**src/acrs_pkg.sv**
```systemverilog
// Package holding register map, field positions and carrier types for the config slice
package acrs_pkg;

    localparam int unsigned ADDR_W = 8;
    localparam int unsigned DATA_W = 16;

    // =========================================================
    // Register offsets
    localparam logic [7:0] PATTERN_B_SPLIT_WORD_OFF  = 8'h1a;
    localparam logic [7:0] PATTERN_B_ONE_UPPER_OFF   = 8'h1b;
    localparam logic [7:0] RESULT_TAG_BITS_OFF       = 8'h1c;
    localparam logic [7:0] CALIB_AND_INIT_KEY_OFF    = 8'h33;
    localparam logic [7:0] LANE_AVG_POWERDOWN_OFF    = 8'hc0;
    localparam logic [7:0] REFERENCE_RATE_SELECT_OFF = 8'hc1;

    localparam logic [15:0] REG_RESET = 16'h0000;
    localparam logic [15:0] READ_NONE = 16'h0000;
    // Low sixteen bits of channel B pattern zero live in the neighbouring bank
    localparam logic [15:0] PAT_ZERO_LOW_FILL = 16'h0000;

    // =========================================================
    // Field positions
    localparam int unsigned GAIN_HI_BIT   = 13;
    localparam int unsigned GAIN_LO_BIT   = 6;
    localparam int unsigned INIT_KEY_LSB  = 4;
    localparam int unsigned LANE_CLK_BIT  = 12;
    localparam int unsigned AVG_LSB       = 10;
    localparam int unsigned PD_LSB        = 0;
    localparam int unsigned REF_DIS_BIT   = 11;
    localparam int unsigned DATA_RATE_BIT = 8;
    localparam logic [1:0]  INIT_KEY_OPEN = 2'h3;

    // Pattern-mode codes for channel B test output
    localparam logic [1:0] PAT_FIXED0  = 2'h0;
    localparam logic [1:0] PAT_FIXED0B = 2'h1;
    localparam logic [1:0] PAT_RAMP    = 2'h2;
    localparam logic [1:0] PAT_ALT     = 2'h3;

    typedef struct packed {
        logic       wr;
        logic       rd;
        logic [7:0] addr;
        logic [15:0] wdata;
    } acrs_req_s;

    typedef struct packed {
        logic [23:0] pattern_zero_chan_b;
        logic [23:0] pattern_one_chan_b;
        logic [7:0]  tag_chan_a;
        logic [7:0]  tag_chan_b;
        logic        gain_cal_on;
        logic        init_unlocked;
        logic        lane_clock_config;
        logic [1:0]  averaging_setup;
        logic        chan_a_powered_down;
        logic        chan_b_powered_down;
        logic        reference_disable;
        logic        single_data_rate;
    } acrs_cfg_s;

endpackage

```
**src/acrs_regs.sv**
```systemverilog
// Configuration register slice: pattern, tag, calibration, lane, power and rate controls
`timescale 1ns/10ps
// =========================================================
module acrs_regs #(
    parameter int unsigned ADDR_W = acrs_pkg::ADDR_W,
    parameter int unsigned DATA_W = acrs_pkg::DATA_W
) (
    // Clock and reset
    input  wire logic                sys_clk,
    input  wire logic                rst,
    // Register port
    input  wire logic [ADDR_W-1:0]   reg_addr,
    input  wire logic [DATA_W-1:0]   reg_wdata,
    input  wire logic                reg_wr,
    input  wire logic                reg_rd,
    output logic      [DATA_W-1:0]   reg_rdata,
    // Pattern mode from the neighbouring register bank
    input  wire logic [1:0]          pattern_select_chan_b,
    // Decoded configuration
    output acrs_pkg::acrs_cfg_s      cfg,
    output logic                     pat_use_ramp,
    output logic                     pat_alternate
);

    logic [DATA_W-1:0] split_q, one_up_q, tag_q, calib_q, lane_q, refr_q;

    // =========================================================
    // Register storage
    // reset and store
    always_ff @(posedge sys_clk) begin
        if (rst) begin
            split_q  <= acrs_pkg::REG_RESET;
            one_up_q <= acrs_pkg::REG_RESET;
            tag_q    <= acrs_pkg::REG_RESET;
            calib_q  <= acrs_pkg::REG_RESET;
            lane_q   <= acrs_pkg::REG_RESET;
            refr_q   <= acrs_pkg::REG_RESET;
        end else if (reg_wr) begin
            // Reserved bits are stored as written; keeping them zero is software's job
            unique case (reg_addr)
                acrs_pkg::PATTERN_B_SPLIT_WORD_OFF:  split_q  <= reg_wdata;
                acrs_pkg::PATTERN_B_ONE_UPPER_OFF:   one_up_q <= reg_wdata;
                acrs_pkg::RESULT_TAG_BITS_OFF:       tag_q    <= reg_wdata;
                acrs_pkg::CALIB_AND_INIT_KEY_OFF:    calib_q  <= reg_wdata;
                acrs_pkg::LANE_AVG_POWERDOWN_OFF:    lane_q   <= reg_wdata;
                acrs_pkg::REFERENCE_RATE_SELECT_OFF: refr_q   <= reg_wdata;
                default: ;
            endcase
        end
    end

    // =========================================================
    // Read path, data in the cycle after the strobe
    // read back
    always_ff @(posedge sys_clk) begin
        if (rst) begin
            reg_rdata <= acrs_pkg::READ_NONE;
        end else if (reg_rd) begin
            unique case (reg_addr)
                acrs_pkg::PATTERN_B_SPLIT_WORD_OFF:  reg_rdata <= split_q;
                acrs_pkg::PATTERN_B_ONE_UPPER_OFF:   reg_rdata <= one_up_q;
                acrs_pkg::RESULT_TAG_BITS_OFF:       reg_rdata <= tag_q;
                acrs_pkg::CALIB_AND_INIT_KEY_OFF:    reg_rdata <= calib_q;
                acrs_pkg::LANE_AVG_POWERDOWN_OFF:    reg_rdata <= lane_q;
                acrs_pkg::REFERENCE_RATE_SELECT_OFF: reg_rdata <= refr_q;
                default:                             reg_rdata <= acrs_pkg::READ_NONE;
            endcase
        end else begin
            reg_rdata <= acrs_pkg::READ_NONE;
        end
    end

    // =========================================================
    // Field decode
    always_comb begin
        cfg.pattern_one_chan_b[7:0]   = split_q[15:8];
        cfg.pattern_one_chan_b[23:8]  = one_up_q;
        // pattern zero top byte; lower bits live in the previous register
        cfg.pattern_zero_chan_b       = {split_q[7:0], acrs_pkg::PAT_ZERO_LOW_FILL};
        cfg.tag_chan_b                = tag_q[15:8];
        cfg.tag_chan_a                = tag_q[7:0];
        // either global enable turns calibration on
        cfg.gain_cal_on               = calib_q[acrs_pkg::GAIN_HI_BIT] | calib_q[acrs_pkg::GAIN_LO_BIT];
        // init key open only on exact code
        cfg.init_unlocked             = calib_q[acrs_pkg::INIT_KEY_LSB +: 2] == acrs_pkg::INIT_KEY_OPEN;
        cfg.lane_clock_config         = lane_q[acrs_pkg::LANE_CLK_BIT];
        cfg.averaging_setup           = lane_q[acrs_pkg::AVG_LSB +: 2];
        cfg.chan_a_powered_down       = lane_q[acrs_pkg::PD_LSB];
        cfg.chan_b_powered_down       = lane_q[acrs_pkg::PD_LSB + 1];
        cfg.reference_disable         = refr_q[acrs_pkg::REF_DIS_BIT];
        cfg.single_data_rate          = refr_q[acrs_pkg::DATA_RATE_BIT];
    end

    always_comb begin
        pat_use_ramp  = 1'b0;
        pat_alternate = 1'b0;
        unique case (pattern_select_chan_b)
            acrs_pkg::PAT_FIXED0, acrs_pkg::PAT_FIXED0B: ;
            acrs_pkg::PAT_RAMP: pat_use_ramp  = 1'b1;
            acrs_pkg::PAT_ALT:  pat_alternate = 1'b1;
        endcase
    end

    // =========================================================
    // Checks
    // Per-register write strobes shared by the checks below
    logic wr_split, wr_one_up, wr_tag, wr_calib, wr_lane, wr_refr, addr_mapped;
    assign wr_split    = reg_wr && reg_addr == acrs_pkg::PATTERN_B_SPLIT_WORD_OFF;
    assign wr_one_up   = reg_wr && reg_addr == acrs_pkg::PATTERN_B_ONE_UPPER_OFF;
    assign wr_tag      = reg_wr && reg_addr == acrs_pkg::RESULT_TAG_BITS_OFF;
    assign wr_calib    = reg_wr && reg_addr == acrs_pkg::CALIB_AND_INIT_KEY_OFF;
    assign wr_lane     = reg_wr && reg_addr == acrs_pkg::LANE_AVG_POWERDOWN_OFF;
    assign wr_refr     = reg_wr && reg_addr == acrs_pkg::REFERENCE_RATE_SELECT_OFF;
    assign addr_mapped = reg_addr inside {acrs_pkg::PATTERN_B_SPLIT_WORD_OFF, acrs_pkg::PATTERN_B_ONE_UPPER_OFF,
                                          acrs_pkg::RESULT_TAG_BITS_OFF, acrs_pkg::CALIB_AND_INIT_KEY_OFF,
                                          acrs_pkg::LANE_AVG_POWERDOWN_OFF, acrs_pkg::REFERENCE_RATE_SELECT_OFF};

    // =========================================================
    // Pattern words
    // pattern one low byte
    split_write_a: assert property (@(posedge sys_clk) disable iff (rst)
        wr_split
        |=> cfg.pattern_one_chan_b[7:0] == $past(reg_wdata[15:8])) else $error("pattern one low byte wrong");
    zero_top_a: assert property (@(posedge sys_clk) disable iff (rst)
        wr_split
        |=> cfg.pattern_zero_chan_b[23:16] == $past(reg_wdata[7:0])) else $error("pattern zero top byte wrong");
    zero_low_a: assert property (@(posedge sys_clk) disable iff (rst)
        cfg.pattern_zero_chan_b[15:0] == acrs_pkg::PAT_ZERO_LOW_FILL)
        else $error("pattern zero low bits not clear");
    one_upper_a: assert property (@(posedge sys_clk) disable iff (rst)
        wr_one_up
        |=> cfg.pattern_one_chan_b[23:8] == $past(reg_wdata)) else $error("pattern one upper wrong");

    // =========================================================
    // Tags
    // channel B tag
    tag_b_a: assert property (@(posedge sys_clk) disable iff (rst)
        wr_tag
        |=> cfg.tag_chan_b == $past(reg_wdata[15:8])) else $error("channel B tag wrong");
    tag_a_a: assert property (@(posedge sys_clk) disable iff (rst)
        wr_tag
        |=> cfg.tag_chan_a == $past(reg_wdata[7:0])) else $error("channel A tag wrong");

    // =========================================================
    // Calibration and key
    // high enable
    gain_hi_a: assert property (@(posedge sys_clk) disable iff (rst)
        wr_calib && reg_wdata[acrs_pkg::GAIN_HI_BIT]
        |=> cfg.gain_cal_on) else $error("gain cal high enable ignored");
    gain_lo_a: assert property (@(posedge sys_clk) disable iff (rst)
        wr_calib && reg_wdata[acrs_pkg::GAIN_LO_BIT]
        |=> cfg.gain_cal_on) else $error("gain cal low enable ignored");
    gain_off_a: assert property (@(posedge sys_clk) disable iff (rst)
        wr_calib && !reg_wdata[acrs_pkg::GAIN_HI_BIT] && !reg_wdata[acrs_pkg::GAIN_LO_BIT]
        |=> !cfg.gain_cal_on) else $error("gain cal stays on");
    init_key_a: assert property (@(posedge sys_clk) disable iff (rst)
        wr_calib
        |=> cfg.init_unlocked == ($past(reg_wdata[acrs_pkg::INIT_KEY_LSB +: 2]) == acrs_pkg::INIT_KEY_OPEN))
        else $error("init key decode wrong");

    // =========================================================
    // Lane and power
    // lane clock field
    lane_clk_a: assert property (@(posedge sys_clk) disable iff (rst)
        wr_lane
        |=> cfg.lane_clock_config == $past(reg_wdata[acrs_pkg::LANE_CLK_BIT])) else $error("lane clock wrong");
    avg_setup_a: assert property (@(posedge sys_clk) disable iff (rst)
        wr_lane
        |=> cfg.averaging_setup == $past(reg_wdata[acrs_pkg::AVG_LSB +: 2])) else $error("averaging wrong");
    pd_chan_a: assert property (@(posedge sys_clk) disable iff (rst)
        wr_lane
        |=> {cfg.chan_b_powered_down, cfg.chan_a_powered_down} == $past(reg_wdata[acrs_pkg::PD_LSB +: 2]))
        else $error("power-down decode wrong");

    // =========================================================
    // Rate and reference
    // rate and reference
    rate_ref_a: assert property (@(posedge sys_clk) disable iff (rst)
        wr_refr
        |=> cfg.single_data_rate == $past(reg_wdata[acrs_pkg::DATA_RATE_BIT])
            && cfg.reference_disable == $past(reg_wdata[acrs_pkg::REF_DIS_BIT]))
        else $error("rate or reference select wrong");

    // =========================================================
    // Pattern mode
    // ramp decode
    pat_mode_a: assert property (@(posedge sys_clk) disable iff (rst)
        !(pat_use_ramp && pat_alternate) && (pat_use_ramp == (pattern_select_chan_b == acrs_pkg::PAT_RAMP)))
        else $error("pattern mode decode wrong");
    alt_mode_a: assert property (@(posedge sys_clk) disable iff (rst)
        pat_alternate == (pattern_select_chan_b == acrs_pkg::PAT_ALT))
        else $error("alternate mode decode wrong");

    // =========================================================
    // Read port
    // readback per register
    readback_a: assert property (@(posedge sys_clk) disable iff (rst)
        wr_lane ##1 reg_rd && reg_addr == acrs_pkg::LANE_AVG_POWERDOWN_OFF
        |=> reg_rdata == $past(reg_wdata, 2)) else $error("readback mismatch");
    split_rb_a: assert property (@(posedge sys_clk) disable iff (rst)
        wr_split ##1 reg_rd && reg_addr == acrs_pkg::PATTERN_B_SPLIT_WORD_OFF
        |=> reg_rdata == $past(reg_wdata, 2)) else $error("split word readback mismatch");
    one_rb_a: assert property (@(posedge sys_clk) disable iff (rst)
        wr_one_up ##1 reg_rd && reg_addr == acrs_pkg::PATTERN_B_ONE_UPPER_OFF
        |=> reg_rdata == $past(reg_wdata, 2)) else $error("upper word readback mismatch");
    tag_rb_a: assert property (@(posedge sys_clk) disable iff (rst)
        wr_tag ##1 reg_rd && reg_addr == acrs_pkg::RESULT_TAG_BITS_OFF
        |=> reg_rdata == $past(reg_wdata, 2)) else $error("tag readback mismatch");
    calib_rb_a: assert property (@(posedge sys_clk) disable iff (rst)
        wr_calib ##1 reg_rd && reg_addr == acrs_pkg::CALIB_AND_INIT_KEY_OFF
        |=> reg_rdata == $past(reg_wdata, 2)) else $error("calibration readback mismatch");
    refr_rb_a: assert property (@(posedge sys_clk) disable iff (rst)
        wr_refr ##1 reg_rd && reg_addr == acrs_pkg::REFERENCE_RATE_SELECT_OFF
        |=> reg_rdata == $past(reg_wdata, 2)) else $error("rate readback mismatch");
    rdata_idle_a: assert property (@(posedge sys_clk) disable iff (rst)
        !reg_rd
        |=> reg_rdata == acrs_pkg::READ_NONE) else $error("read data outside its cycle");
    unmapped_rd_a: assert property (@(posedge sys_clk) disable iff (rst)
        reg_rd && !addr_mapped
        |=> reg_rdata == acrs_pkg::READ_NONE) else $error("unmapped read not zero");
    reset_zero_a: assert property (@(posedge sys_clk) $past(rst) |-> reg_rdata == acrs_pkg::READ_NONE
        && !cfg.gain_cal_on) else $error("not zero after reset");
    reset_cfg_a: assert property (@(posedge sys_clk)
        $past(rst) |-> cfg == '0) else $error("fields not zero after reset");

    // =========================================================
    // Hold between writes
    // unmapped write ignored
    unmapped_wr_a: assert property (@(posedge sys_clk) disable iff (rst)
        reg_wr && !addr_mapped
        |=> $stable(cfg)) else $error("unmapped write changed a field");
    split_hold_a: assert property (@(posedge sys_clk) disable iff (rst)
        !wr_split
        |=> $stable(cfg.pattern_one_chan_b[7:0]) && $stable(cfg.pattern_zero_chan_b)) else $error("split word drifted");
    one_hold_a: assert property (@(posedge sys_clk) disable iff (rst)
        !wr_one_up
        |=> $stable(cfg.pattern_one_chan_b[23:8])) else $error("upper word drifted");
    tag_hold_a: assert property (@(posedge sys_clk) disable iff (rst)
        !wr_tag
        |=> $stable(cfg.tag_chan_a) && $stable(cfg.tag_chan_b)) else $error("tags drifted");
    calib_hold_a: assert property (@(posedge sys_clk) disable iff (rst)
        !wr_calib
        |=> $stable(cfg.gain_cal_on) && $stable(cfg.init_unlocked)) else $error("calibration drifted");
    lane_hold_a: assert property (@(posedge sys_clk) disable iff (rst)
        !wr_lane
        |=> $stable({cfg.lane_clock_config, cfg.averaging_setup, cfg.chan_b_powered_down, cfg.chan_a_powered_down}))
        else $error("lane or power drifted");
    refr_hold_a: assert property (@(posedge sys_clk) disable iff (rst)
        !wr_refr
        |=> $stable(cfg.single_data_rate) && $stable(cfg.reference_disable)) else $error("rate drifted");

    unlock_c: cover property (@(posedge sys_clk) disable iff (rst) !cfg.init_unlocked ##1 cfg.init_unlocked);
    both_pd_c: cover property (@(posedge sys_clk) disable iff (rst) cfg.chan_a_powered_down && cfg.chan_b_powered_down);
    sdr_c: cover property (@(posedge sys_clk) disable iff (rst) cfg.single_data_rate && cfg.reference_disable);
    wr_rd_c: cover property (@(posedge sys_clk) disable iff (rst) reg_wr ##1 reg_rd);

endmodule

```
**config.mk**
```make
export PLATFORM = sky130hd
export DESIGN_NAME = acrs_regs
export DESIGN_NICKNAME = d
export VERILOG_FILES = /design/src/acrs_pkg.sv /design/src/acrs_regs.sv
export SDC_FILE = /design/constraint.sdc
export NUM_CORES = 1
export LEC_CHECK = 0
export BUFFER_PORTS_ARGS = -buffer_cell sky130_fd_sc_hd__buf_2
export CAP_MARGIN = 20
export CORE_MARGIN = 2
export CORE_UTILIZATION = 30
export CTS_CLUSTER_SIZE = 10
export DETAILED_ROUTE_END_ITERATION = 7
export GPL_TIMING_DRIVEN = 0
export SYNTH_ARGS = -nofsm -noshare
export SYNTH_HDL_FRONTEND = slang
export SYNTH_SLANG_ARGS = --single-unit
export TNS_END_PERCENT = 10
```
**constraint.sdc**
```tcl
create_clock -name sys_clk -period 1.85 [get_ports sys_clk]
set_input_delay 0 -clock sys_clk [delete_from_list [all_inputs] [get_ports sys_clk]]
set_output_delay 0 -clock sys_clk [all_outputs]
set_load 0.01 [all_outputs]
```
**Word level (Yosys, flattened, before mapping)**

Index checks and enable logic that the tools add are counted.

- Equality and inequality tests: 9
- Muxes and demuxes: 3
- Bitwise gates (word level): 2
- Reductions and logical operators: 7

Operators with widths:

| operator | number |
|---|---|
| $pmux 16 s6 | 1 |
| $eq 8x5->1 const B | 3 |
| $eq 8x8->1 const B | 2 |
| $reduce_and 2->1 | 6 |
| $eq 8x6->1 const B | 1 |
| $eq 2x2->1 const B | 3 |
| $mux 1 | 2 |
| $reduce_or 2->1 | 1 |
| $not 1->1 | 1 |
| $or 1x1->1 | 1 |

- Register bits after elaboration: 112
- Input port bits: 30
- Logic and storage cells: 28

**Depth between registers and ports, before layout**

Gate-level depths: netlist of the first run.

- Depth in word-level cells: 2
- Gate-level depth with buffers: 7
- Depth with buffers taken out: 4

**Least setup slack after synthesis of the first run**

No wires, ideal clock.

- Path kind: input to register
- Start: in reg_addr[3]
- End: reg lane_q[10]
- Arrival: 1.314 ns
- Data required time: 1.718 ns
- Setup slack: 0.404 ns
- Stages: 7
- Cell sequence: buf_6 -> or3b_4 -> or4_1 -> buf_2 -> buf_6 -> nand2_1 -> a21oi_1

- Word-level cells in the longest chain between the ends: 2

RTL lines:

| element | line | RTL |
|---|---|---|
| start, declared | acrs_regs.sv:12 | `input wire logic [ADDR_W-1:0] reg_addr,` |
| $eq 8x8->1 | acrs_regs.sv:40 | `unique case (reg_addr)` |
| $reduce_and 2->1 (no source line) | n/a |  |
| end signal, assigned | acrs_regs.sv:36 | `lane_q <= acrs_pkg::REG_RESET;` |
| end signal, assigned | acrs_regs.sv:45 | `acrs_pkg::LANE_AVG_POWERDOWN_OFF: lane_q <= reg_wdata;` |
| end, declared | acrs_regs.sv:25 | `logic [DATA_W-1:0] split_q, one_up_q, tag_q, calib_q, lane_q, refr_q;` |

No other way between the ends.
A chain may end at the register's enable or synchronous reset.

**Worst setup path in the final report of the first run**

- Start: in reg_wr
- End: reg lane_q[7]

- Word-level cells in the longest chain between the ends: 1

RTL lines:

| element | line | RTL |
|---|---|---|
| start, declared | acrs_regs.sv:14 | `input wire logic reg_wr,` |
| $reduce_and 2->1 (no source line) | n/a |  |

No other way between the ends.

==> results of run 1 <==
## cell usage after synthesis (all sizes together)
cell / n / area, sq um
dfxtp: 112 / 2242
nand2: 95 / 356.6
mux2i: 64 / 640.6
a21oi: 63 / 315.3
buf: 49 / 344.1
nor2: 49 / 183.9
clkbuf: 16 / 60.06
mux2: 16 / 180.2
nand3: 16 / 80.08
o2bb2ai: 16 / 140.1
a22oi: 15 / 112.6
and2: 3 / 18.77
nor4: 3 / 55.05
nand2b: 2 / 12.51
nand4: 2 / 27.53
nand4bb: 2 / 22.52
nor4b: 2 / 38.78
a222oi: 1 / 10.01
and3b: 1 / 8.760
and4: 1 / 8.760
conb: 1 / 3.750
inv: 1 / 3.750
nand4b: 1 / 8.760
nor2b: 1 / 6.260
nor3b: 1 / 18.77
or2: 1 / 6.260
or3b: 1 / 11.26
or4: 1 / 7.510
or4b: 1 / 10.01
## layout by cell type, fill, tap and decap left out, types with 5 or more instances in the layout
cell and instances:
dfxtp_1 112, bufinv_16 5, nand3_1 16, nor2_1 49, conb_1 16, mux2i_1 64, a22oi_1 15, o2bb2ai_1 16
a21oi_1 63, dlygate4sd3_1 18, clkbuf_1 16, clkbuf_16 9, nand2_1 95, buf_4 32, buf_2 112, mux2_2 14
## cell families (layout without fill, tap and decap cells)
logic type / count (synthesis) / after routing / share of synthesized area
flops: 112 / 112 / 0.4544
simple gates: 183 / 183 / 0.1788
other cells: 1 / 16 / 0.0007599
buf+inv: 66 / 205 / 0.08265
mux: 80 / 80 / 0.1663
compound gates: 95 / 95 / 0.1171
## flip-flops by register name (all words and copies together), names as in the netlist
| register | cells |
|---|---|
| one_up_q | 16 |
| reg_rdata | 16 |
| calib_q | 16 |
| refr_q | 16 |
| lane_q | 16 |
| split_q | 16 |
| tag_q | 16 |
## per-stage QoR
stage / hold slack (ps) / setup TNS, ps / cells
after floorplan: 46.41 / 0 / 552
after global placement: 238.1 / -149.6 / 869
after detailed placement: 243.4 / -152.0 / 869
after CTS: 38.17 / 0 / 903
after global routing: 51.54 / -12.33 / 907
final: 30.93 / 0 / 907
## metal layers
| metal | share of wire | routed length, microns | vias to the layer above |
|---|---|---|---|
| met5 | 0 | 0 | - |
| met4 | 0.015 | 226 | 0 |
| met2 | 0.46 | 6742 | 125 |
| met1 | 0.47 | 6934 | 1930 |
| li1 | - | - | 2106 |
| met3 | 0.053 | 778 | 14 |
## what timing repair did
item	4_1_cts	5_1_grt
setup buffers	0	4
resized for setup	0	5
hold endpoints to repair	60	0
hold buffers	18	0
setup endpoints to repair	0	14
## power groups by stage
stage / Sequential (mW) / Combinational (mW) / Clock, mW
3_3_place_gp: 2.47 / 0.280 / 0
4_1_cts: 2.41 / 0.309 / 2.56
3_5_place_dp: 2.47 / 0.279 / 0
5_1_grt: 2.41 / 0.333 / 2.65
2_1_floorplan: 2.47 / 0.155 / 0
6_report: 2.41 / 0.311 / 2.52
## how the worst min path moves through the flow
stage / cells past startpoint / end / from
6_report: 4 / calib_q[15] / reg_addr[3]
2_1_floorplan: 1 / pat_use_ramp / pattern_select_chan_b[0]
5_1_grt: 4 / calib_q[15] / reg_addr[3]
3_3_place_gp: 3 / pat_use_ramp / pattern_select_chan_b[0]
3_5_place_dp: 3 / pat_use_ramp / pattern_select_chan_b[0]
4_1_cts: 4 / calib_q[15] / reg_addr[3]
## layout make-up
class	count	area [sq um]	area share
Buffer	65	412.9	0.06466
Clock buffer	9	225.2	0.03527
Clock inverter	7	166.4	0.02606
Inverter	1	3.754	0.0005878
Multi-Input combinational cell	374	2350	0.3679
Sequential cell	112	2242	0.3511
Tap cell	216	270.3	0.04232
Timing Repair Buffer	123	715.7	0.1121
## worst min-delay path, delay by kind of cell
family	cells	cell delay (ps)
compound gates	1	60
simple gates	2	160
buf+inv	1	120
==> impl_metrics.ini, run 1 <==
[global_routing]
use_met1 = 0.2313
grt_pass1_vias = 3906
antenna_found_initial = 0
grt.busiest_layer = met2
grt_pass1_wl_mm = 22.55
grt_max_degree = 19
grt_use_met3 = 0.02653
overflow = 0
grt.total_usage = 0.1665
grt_use_met2 = 0.2613

[sta]
fin_skew_ps = 5.084
post-route-min-period_ps = 1766
final-max-slew-violation-count = 0
finalSetupViolations = 0
setup_ws_ps = 83.55
relSlewSlack = 0.4825
hold_viol = 0
worst_pin_slew_ps = 776.3
fin_crit_sh = 0.9548
max_freq_mhz = 566.1
grt_setup_unrepaired = yes

[outcome]
outcome = finished, final reports clean

[cts]
path_clk_slew_ps = 70
tritoncts = built
cts-buffers-inserted = 9
cts_max_path_buffers = 2
clk_latency_ps = 360
clockRootBuffer = clkbuf_16
htreeDepth = 3
clock_sinks = 112

[critical_path]
cp_num_buf_inv = 4
reg2reg_to = reg_rdata[9]
cpMaxStageDelayCell = dlygate4sd3_1
cp-end-kind = flop
r2r_setup_slack_ps = 640
startpoint = reg_wr
start_kind = primary input
crit_type = primary input to flop
r2r_start = refr_q[9]
required_ps = 2070
cpMostUsedCell = buf_6
path_cells = dlygate4sd3_1 > buf_6 > or3b_4 > or4_1 > buf_2 > buf_6 > nand2_1 > a21oi_1
reg2reg_depth = 3
arrival_ps = 1990
worst-path-stages = 8
slowest_delay_ps = 550
crit_fanout = 10
crit_family = buffers and inverters
endpoint = lane_q[7]

[yosys]
ys_seq_area_frac = 0.4544
syn_area_sq_um = 4935
synth_warnings = 0
synth.avg_cell_area_sq_um = 9.189
synth.distinct_cells = 37
synth_seq_cells = 112
syn-instance-count = 537

[power_and_ir_drop]
clkPwrFrac = 0.481
p_leak_nw = 2.803
irDropWorstVdd_mv = 0.5318
finalPower_mw = 5.246
share_seq_of_total_power = 0.460
power_frac_comb = 0.059
p_per_area_nw_per_um2 = 821.5
p_int_mw = 4.129
switching_share = 0.2129
p_sw_mw = 1.117

[flow_run]
drv_cap = 0

[floorplanning]
io_pins = 121
die_area_sq_um = 17490
die-width_microns = 132.3
start_util = 0.3084
core_sq_um = 16000
die_h_microns = 132.3
rows = 46

[final_layout]
diodes = 0
finalInstanceArea_sq_um = 6386
fill_cells = 1670
layout.nets = 716
drive_gt1_frac = 0.2750
postLayoutCoreUtil = 0.3991
area_growth_pct = 29.41

[routing]
vias = 4175
wl_per_cell_microns = 16.19
first_pass_iters = 4
ant_nets = 0
drc = 0
first_iter_violations = 234
viasPerCell = 4.603
wirelength_mm = 14.68

[place]
placed_area_sq_um = 5767
portBuffers = 101
place_ws_ps = -56.06
dp_hpwl_mm = 10.78
place_congestion = 0.7820

[worst_hold_path]
hold_path_class = primary input to flop
(Power assumes the default switching activity.)
==> inputs of run 2 (changes only) <==
--- a/config.mk
+++ b/config.mk
@@ -7,11 +7,14 @@
 export LEC_CHECK = 0
 export BUFFER_PORTS_ARGS = -buffer_cell sky130_fd_sc_hd__buf_2
 export CAP_MARGIN = 20
+export CELL_PAD_IN_SITES_DETAIL_PLACEMENT = 2
+export CELL_PAD_IN_SITES_GLOBAL_PLACEMENT = 2
 export CORE_MARGIN = 2
 export CORE_UTILIZATION = 30
 export CTS_CLUSTER_SIZE = 10
 export DETAILED_ROUTE_END_ITERATION = 7
 export GPL_TIMING_DRIVEN = 0
+export PLACE_DENSITY_LB_ADDON = 0.1
 export SYNTH_ARGS = -nofsm -noshare
 export SYNTH_HDL_FRONTEND = slang
 export SYNTH_SLANG_ARGS = --single-unit
==> run 2 against run 1 <==
Power shrank 7.4%. Critical path type unchanged. Non-clock buffer count shrank 5. Clock power shrank 16%. Global-route usage grew 5.0 points. Cell count shrank 0.77%. Count of clock-buffer cells in the layout is the same. Maximum frequency grew 4.9%. Critical path depth shrank 1. Routed wire length grew 26%.
==> impl_metrics.ini, run 2 (synthesis results as in run 1) <==
[outcome]
outcome = finished, final reports clean

[power_and_ir_drop]
p_per_area_nw_per_um2 = 777.5
irDropWorstVdd_mv = 0.4569
p_leak_nw = 2.741

[sta]
post-route-min-period_ps = 1684
fin_skew_ps = 6.288
hold_viol = 0
worst_pin_slew_ps = 953.6
whs_ps = 59.51
max_freq_mhz = 593.8
relSlewSlack = 0.3643
finalSetupViolations = 0
final-max-slew-violation-count = 0
grt_setup_unrepaired = no
fin_crit_sh = 0.9103

[routing]
first_iter_violations = 149
vias = 4406
drc = 0
wirelength_mm = 18.53
wl_per_cell_microns = 20.59
first_pass_iters = 8
ant_nets = 0
viasPerCell = 4.896

[floorplanning]
die_area_sq_um = 17490
rows = 46
die-width_microns = 132.3
core_sq_um = 16000
io_pins = 121
die_h_microns = 132.3
start_util = 0.3084

[final_layout]
mostFrequentLayoutCells = buf_2, dfxtp_1, nand2_1
drive_gt1_frac = 0.2705
area_growth_pct = 26.55
postLayoutCoreUtil = 0.3903
layout_commonest_cell = buf_2
diodes = 0
layout.nets = 711

[place]
place_congestion = 0.7620
portBuffers = 101
dp_hpwl_mm = 13.06

[global_routing]
overflow = 0
grt_pass1_wl_mm = 28.87
antenna_found_initial = 0
grt.total_usage = 0.2168
grt_max_degree = 18
grt_pass1_vias = 4792

[cts]
cts-buffers-inserted = 9
cts_max_path_buffers = 2
htreeDepth = 3
clockRootBuffer = clkbuf_16
path_clk_slew_ps = 80
cts_post_setup_buffers_inserted = 0
clk_latency_ps = 360
clock_sinks = 112
tritoncts = built

[critical_path]
start_kind = primary input
required_ps = 2120
arrival_ps = 1950
cp-end-kind = flop
reg2reg_depth = 3
crit_fanout = 10
r2r_setup_slack_ps = 650
r2r_start = refr_q[9]
reg2reg_to = reg_rdata[9]
crit_type = primary input to flop

[worst_hold_path]
hold_start = reg_addr[3]
holdPathEnd = calib_q[15]
min_path_cells = 4
hold_path_class = primary input to flop

[flow_run]
drv_cap = 0
[run 2: final cells by class]
type	instances	area (sq um)
Fill cell	1815	9756
Buffer	65	405.4
Timing Repair Buffer	118	675.6
Sequential cell	112	2242
Inverter	1	3.754
Clock inverter	5	81.33
Clock buffer	9	225.2
Multi-Input combinational cell	374	2341
Tap cell	216	270.3
[run 2: power breakdown]
part | switching [mW] | internal [mW]
Sequential | 0.00180 | 2.41
Clock | 0.938 | 1.18
Combinational | 0.212 | 0.116
[run 2: per-layer routing]
layer / part of all wire / wire length, microns / track usage / vias up
met2: 0.50 / 9216 / 0.3802 / 108
met5: 0 / 0 / 0 / -
met1: 0.44 / 8152 / 0.2766 / 2191
met4: 0.014 / 259 / 0.06153 / 0
li1: - / - / - / 2090
met3: 0.049 / 903 / 0.03306 / 17
[run 2: worst max-delay path, cell delays in order]
cell and delay (ps):
buf_2 120, buf_4 190, nor3b_4 490, clkbuf_1 590, o2bb2ai_1 210, a22oi_1 110
a21oi_1 230
[run 2: worst max path at each step]
stage / from / slack, ps / endpoint
floorplan: reg_addr[3] / 400 / lane_q[10]
global placement: reg_addr[0] / -200 / reg_rdata[7]
detailed placement: reg_addr[2] / -240 / reg_rdata[9]
CTS: reg_addr[2] / 130 / reg_rdata[9]
global route: reg_addr[5] / 40 / one_up_q[10]
finish: reg_addr[0] / 170 / reg_rdata[14]
[run 2: stage by stage]
step	total power [mW]	worst slack, ps	cells	setup TNS (ps)	cell area [sq um]
floorplan	2.624	404.2	552	0	4991
global placement	2.762	-204.5	869	-2458	5767
detailed placement	2.769	-238.5	869	-4582	5767
CTS	4.905	133.2	900	0	6243
global route	5.030	38.34	900	0	6245
finish	4.856	165.9	900	0	6245
[run 2: repair_timing]
action,in CTS,in global routing
endpoints found under the setup margin,0,1
gates resized for setup,0,1
hold buffers,17,0
hold endpoints to repair,67,0
==> inputs of run 3 (changes only) <==
--- a/config.mk
+++ b/config.mk
@@ -10,7 +10,7 @@
 export CELL_PAD_IN_SITES_DETAIL_PLACEMENT = 2
 export CELL_PAD_IN_SITES_GLOBAL_PLACEMENT = 2
 export CORE_MARGIN = 2
-export CORE_UTILIZATION = 30
+export CORE_UTILIZATION = 32
 export CTS_CLUSTER_SIZE = 10
 export DETAILED_ROUTE_END_ITERATION = 7
 export GPL_TIMING_DRIVEN = 0
==> run 3 against run 2 <==
Sequential share of layout area increased by 0.40 points. Non-clock buffer count unchanged. Clock power decreased by 11%. Worst hold slack got worse by 13 ps. First-iteration DRC count increased by 8.7%. Flip-flop and latch count unchanged.
==> impl_metrics.ini, run 3 (synthesis results as in run 1) <==
[flow_run]
drv_cap = 0

[routing]
wirelength_mm = 17.82
vias = 4404
viasPerCell = 5.039
first_iter_violations = 162
ant_nets = 0
first_pass_iters = 4
drc = 0
wl_per_cell_microns = 20.39

[critical_path]
arrival_ps = 1970
r2r_start = one_up_q[12]
start_kind = primary input
crit_type = primary input to flop
crit_fanout = 10
startpoint = reg_addr[0]
required_ps = 2050
cp-end-kind = flop

[power_and_ir_drop]
p_leak_nw = 2.727
share_seq_of_total_power = 0.523
p_sw_mw = 1.137
clkPwrFrac = 0.407
irDropWorstVdd_mv = 0.4062
finalPower_mw = 4.615
p_int_mw = 3.478
switching_share = 0.2464
power_frac_comb = 0.071
p_per_area_nw_per_um2 = 747.2

[sta]
final-max-slew-violation-count = 0
relSlewSlack = 0.3710
finalSetupViolations = 0
setup_ws_ps = 80.47
max_freq_mhz = 565.1
hold_viol = 0
final.setup.tns_ps = 0
grt_setup_unrepaired = no
worst_pin_slew_ps = 943.6
fin_crit_sh = 0.9565
post-route-min-period_ps = 1770
fin_skew_ps = 6.790

[final_layout]
area_growth_pct = 25.15
postLayoutCoreUtil = 0.4078
drive_gt1_frac = 0.2697
diodes = 0
fill_cells = 1714
finalInstanceArea_sq_um = 6176
layout_commonest_cell = buf_2
mostFrequentLayoutCells = buf_2, dfxtp_1, nand2_1
layout.nets = 711

[cts]
clock_sinks = 112
clk_latency_ps = 350
cts_post_setup_buffers_inserted = 0
tritoncts = built
path_clk_slew_ps = 80
cts_max_path_buffers = 2
clockRootBuffer = clkbuf_16
cts-buffers-inserted = 9
htreeDepth = 3
ctsResizeCount = 0

[place]
place_congestion = 0.7761
place_ws_ps = -281.2
placed_area_sq_um = 5732
dp_hpwl_mm = 12.76
portBuffers = 101

[global_routing]
grt_max_degree = 18
grt_pass1_vias = 4714
antenna_found_initial = 0
overflow = 0
grt.total_usage = 0.2214
grt_pass1_wl_mm = 27.08

[floorplanning]
core_sq_um = 15150
start_util = 0.3258
die-width_microns = 128.2
die_h_microns = 128.2
die_area_sq_um = 16430
io_pins = 121
rows = 45

[outcome]
outcome = finished, final reports clean

[worst_hold_path]
hold_start = reg_addr[3]
hold_path_class = primary input to flop
==> run 3: cell count changes in the layout (fill, tap and decap cells not counted), sizes merged <==
| cell | previous run | this run |
|---|---|---|
| clkbuf | 26 | 27 |
| bufinv | 2 | 0 |
| clkinv | 1 | 3 |
| buf | 149 | 150 |
==> run 3: per-layer routing <==
metal / share of wire / global-route usage
met4: 0.015 / 0.05301
met2: 0.51 / 0.3996
met1: 0.43 / 0.2696
met3: 0.042 / 0.04424
met5: 0 / 0
==> run 3: per-stage QoR <==
| step | hold slack, ps | instances |
|---|---|---|
| 4_1_cts | 32.96 | 874 |
| 3_5_place_dp | 256.0 | 841 |
| 5_1_grt | 74.44 | 874 |
| 6_report | 46.59 | 874 |
| 2_1_floorplan | 46.41 | 552 |
| 3_3_place_gp | 240.5 | 841 |
==> run 3: final timing paths <==
| path | depth (start not counted) | slack [ps] | to |
|---|---|---|---|
| min | 4 | 50 | calib_q[15] |
| max | 7 | 80 | reg_rdata[12] |
| max reg2reg | 4 | 570 | reg_rdata[12] |
| min reg2reg | 2 | 460 | lane_q[15] |
==> run 3: what timing repair did <==
| item | in CTS | in global routing |
|---|---|---|
| endpoints found under the setup margin | 0 | 0 |
| endpoints found under the hold margin | 66 | 0 |
| hold buffers | 17 | 0 |
==> run 3: cell type report <==
class / instances / area [sq um] / share of cell area
Clock buffer: 11 / 242.7 / 0.03930
Inverter: 1 / 3.754 / 0.0006078
Sequential cell: 112 / 2242 / 0.3630
Clock inverter: 5 / 31.28 / 0.005065
Buffer: 65 / 404.1 / 0.06544
Tap cell: 188 / 235.2 / 0.03809
Multi-Input combinational cell: 374 / 2341 / 0.3791
Timing Repair Buffer: 118 / 675.6 / 0.1094
==> run 3: critical path, stage by stage <==
cell	delay, ps
buf_2	110
buf_4	210
buf_1	730
mux2i_1	430
o2bb2ai_1	130
a22oi_1	240
a21oi_1	120
==> run 3: power by group through the flow <==
stage               combinational, mW  sequential (mW)  clock, mW
floorplan                       0.155             2.47          0
global placement                0.292             2.47          0
detailed placement              0.298             2.47          0
CTS                             0.326             2.41       1.93
global route                    0.348             2.41       2.02
finish                          0.326             2.41       1.88
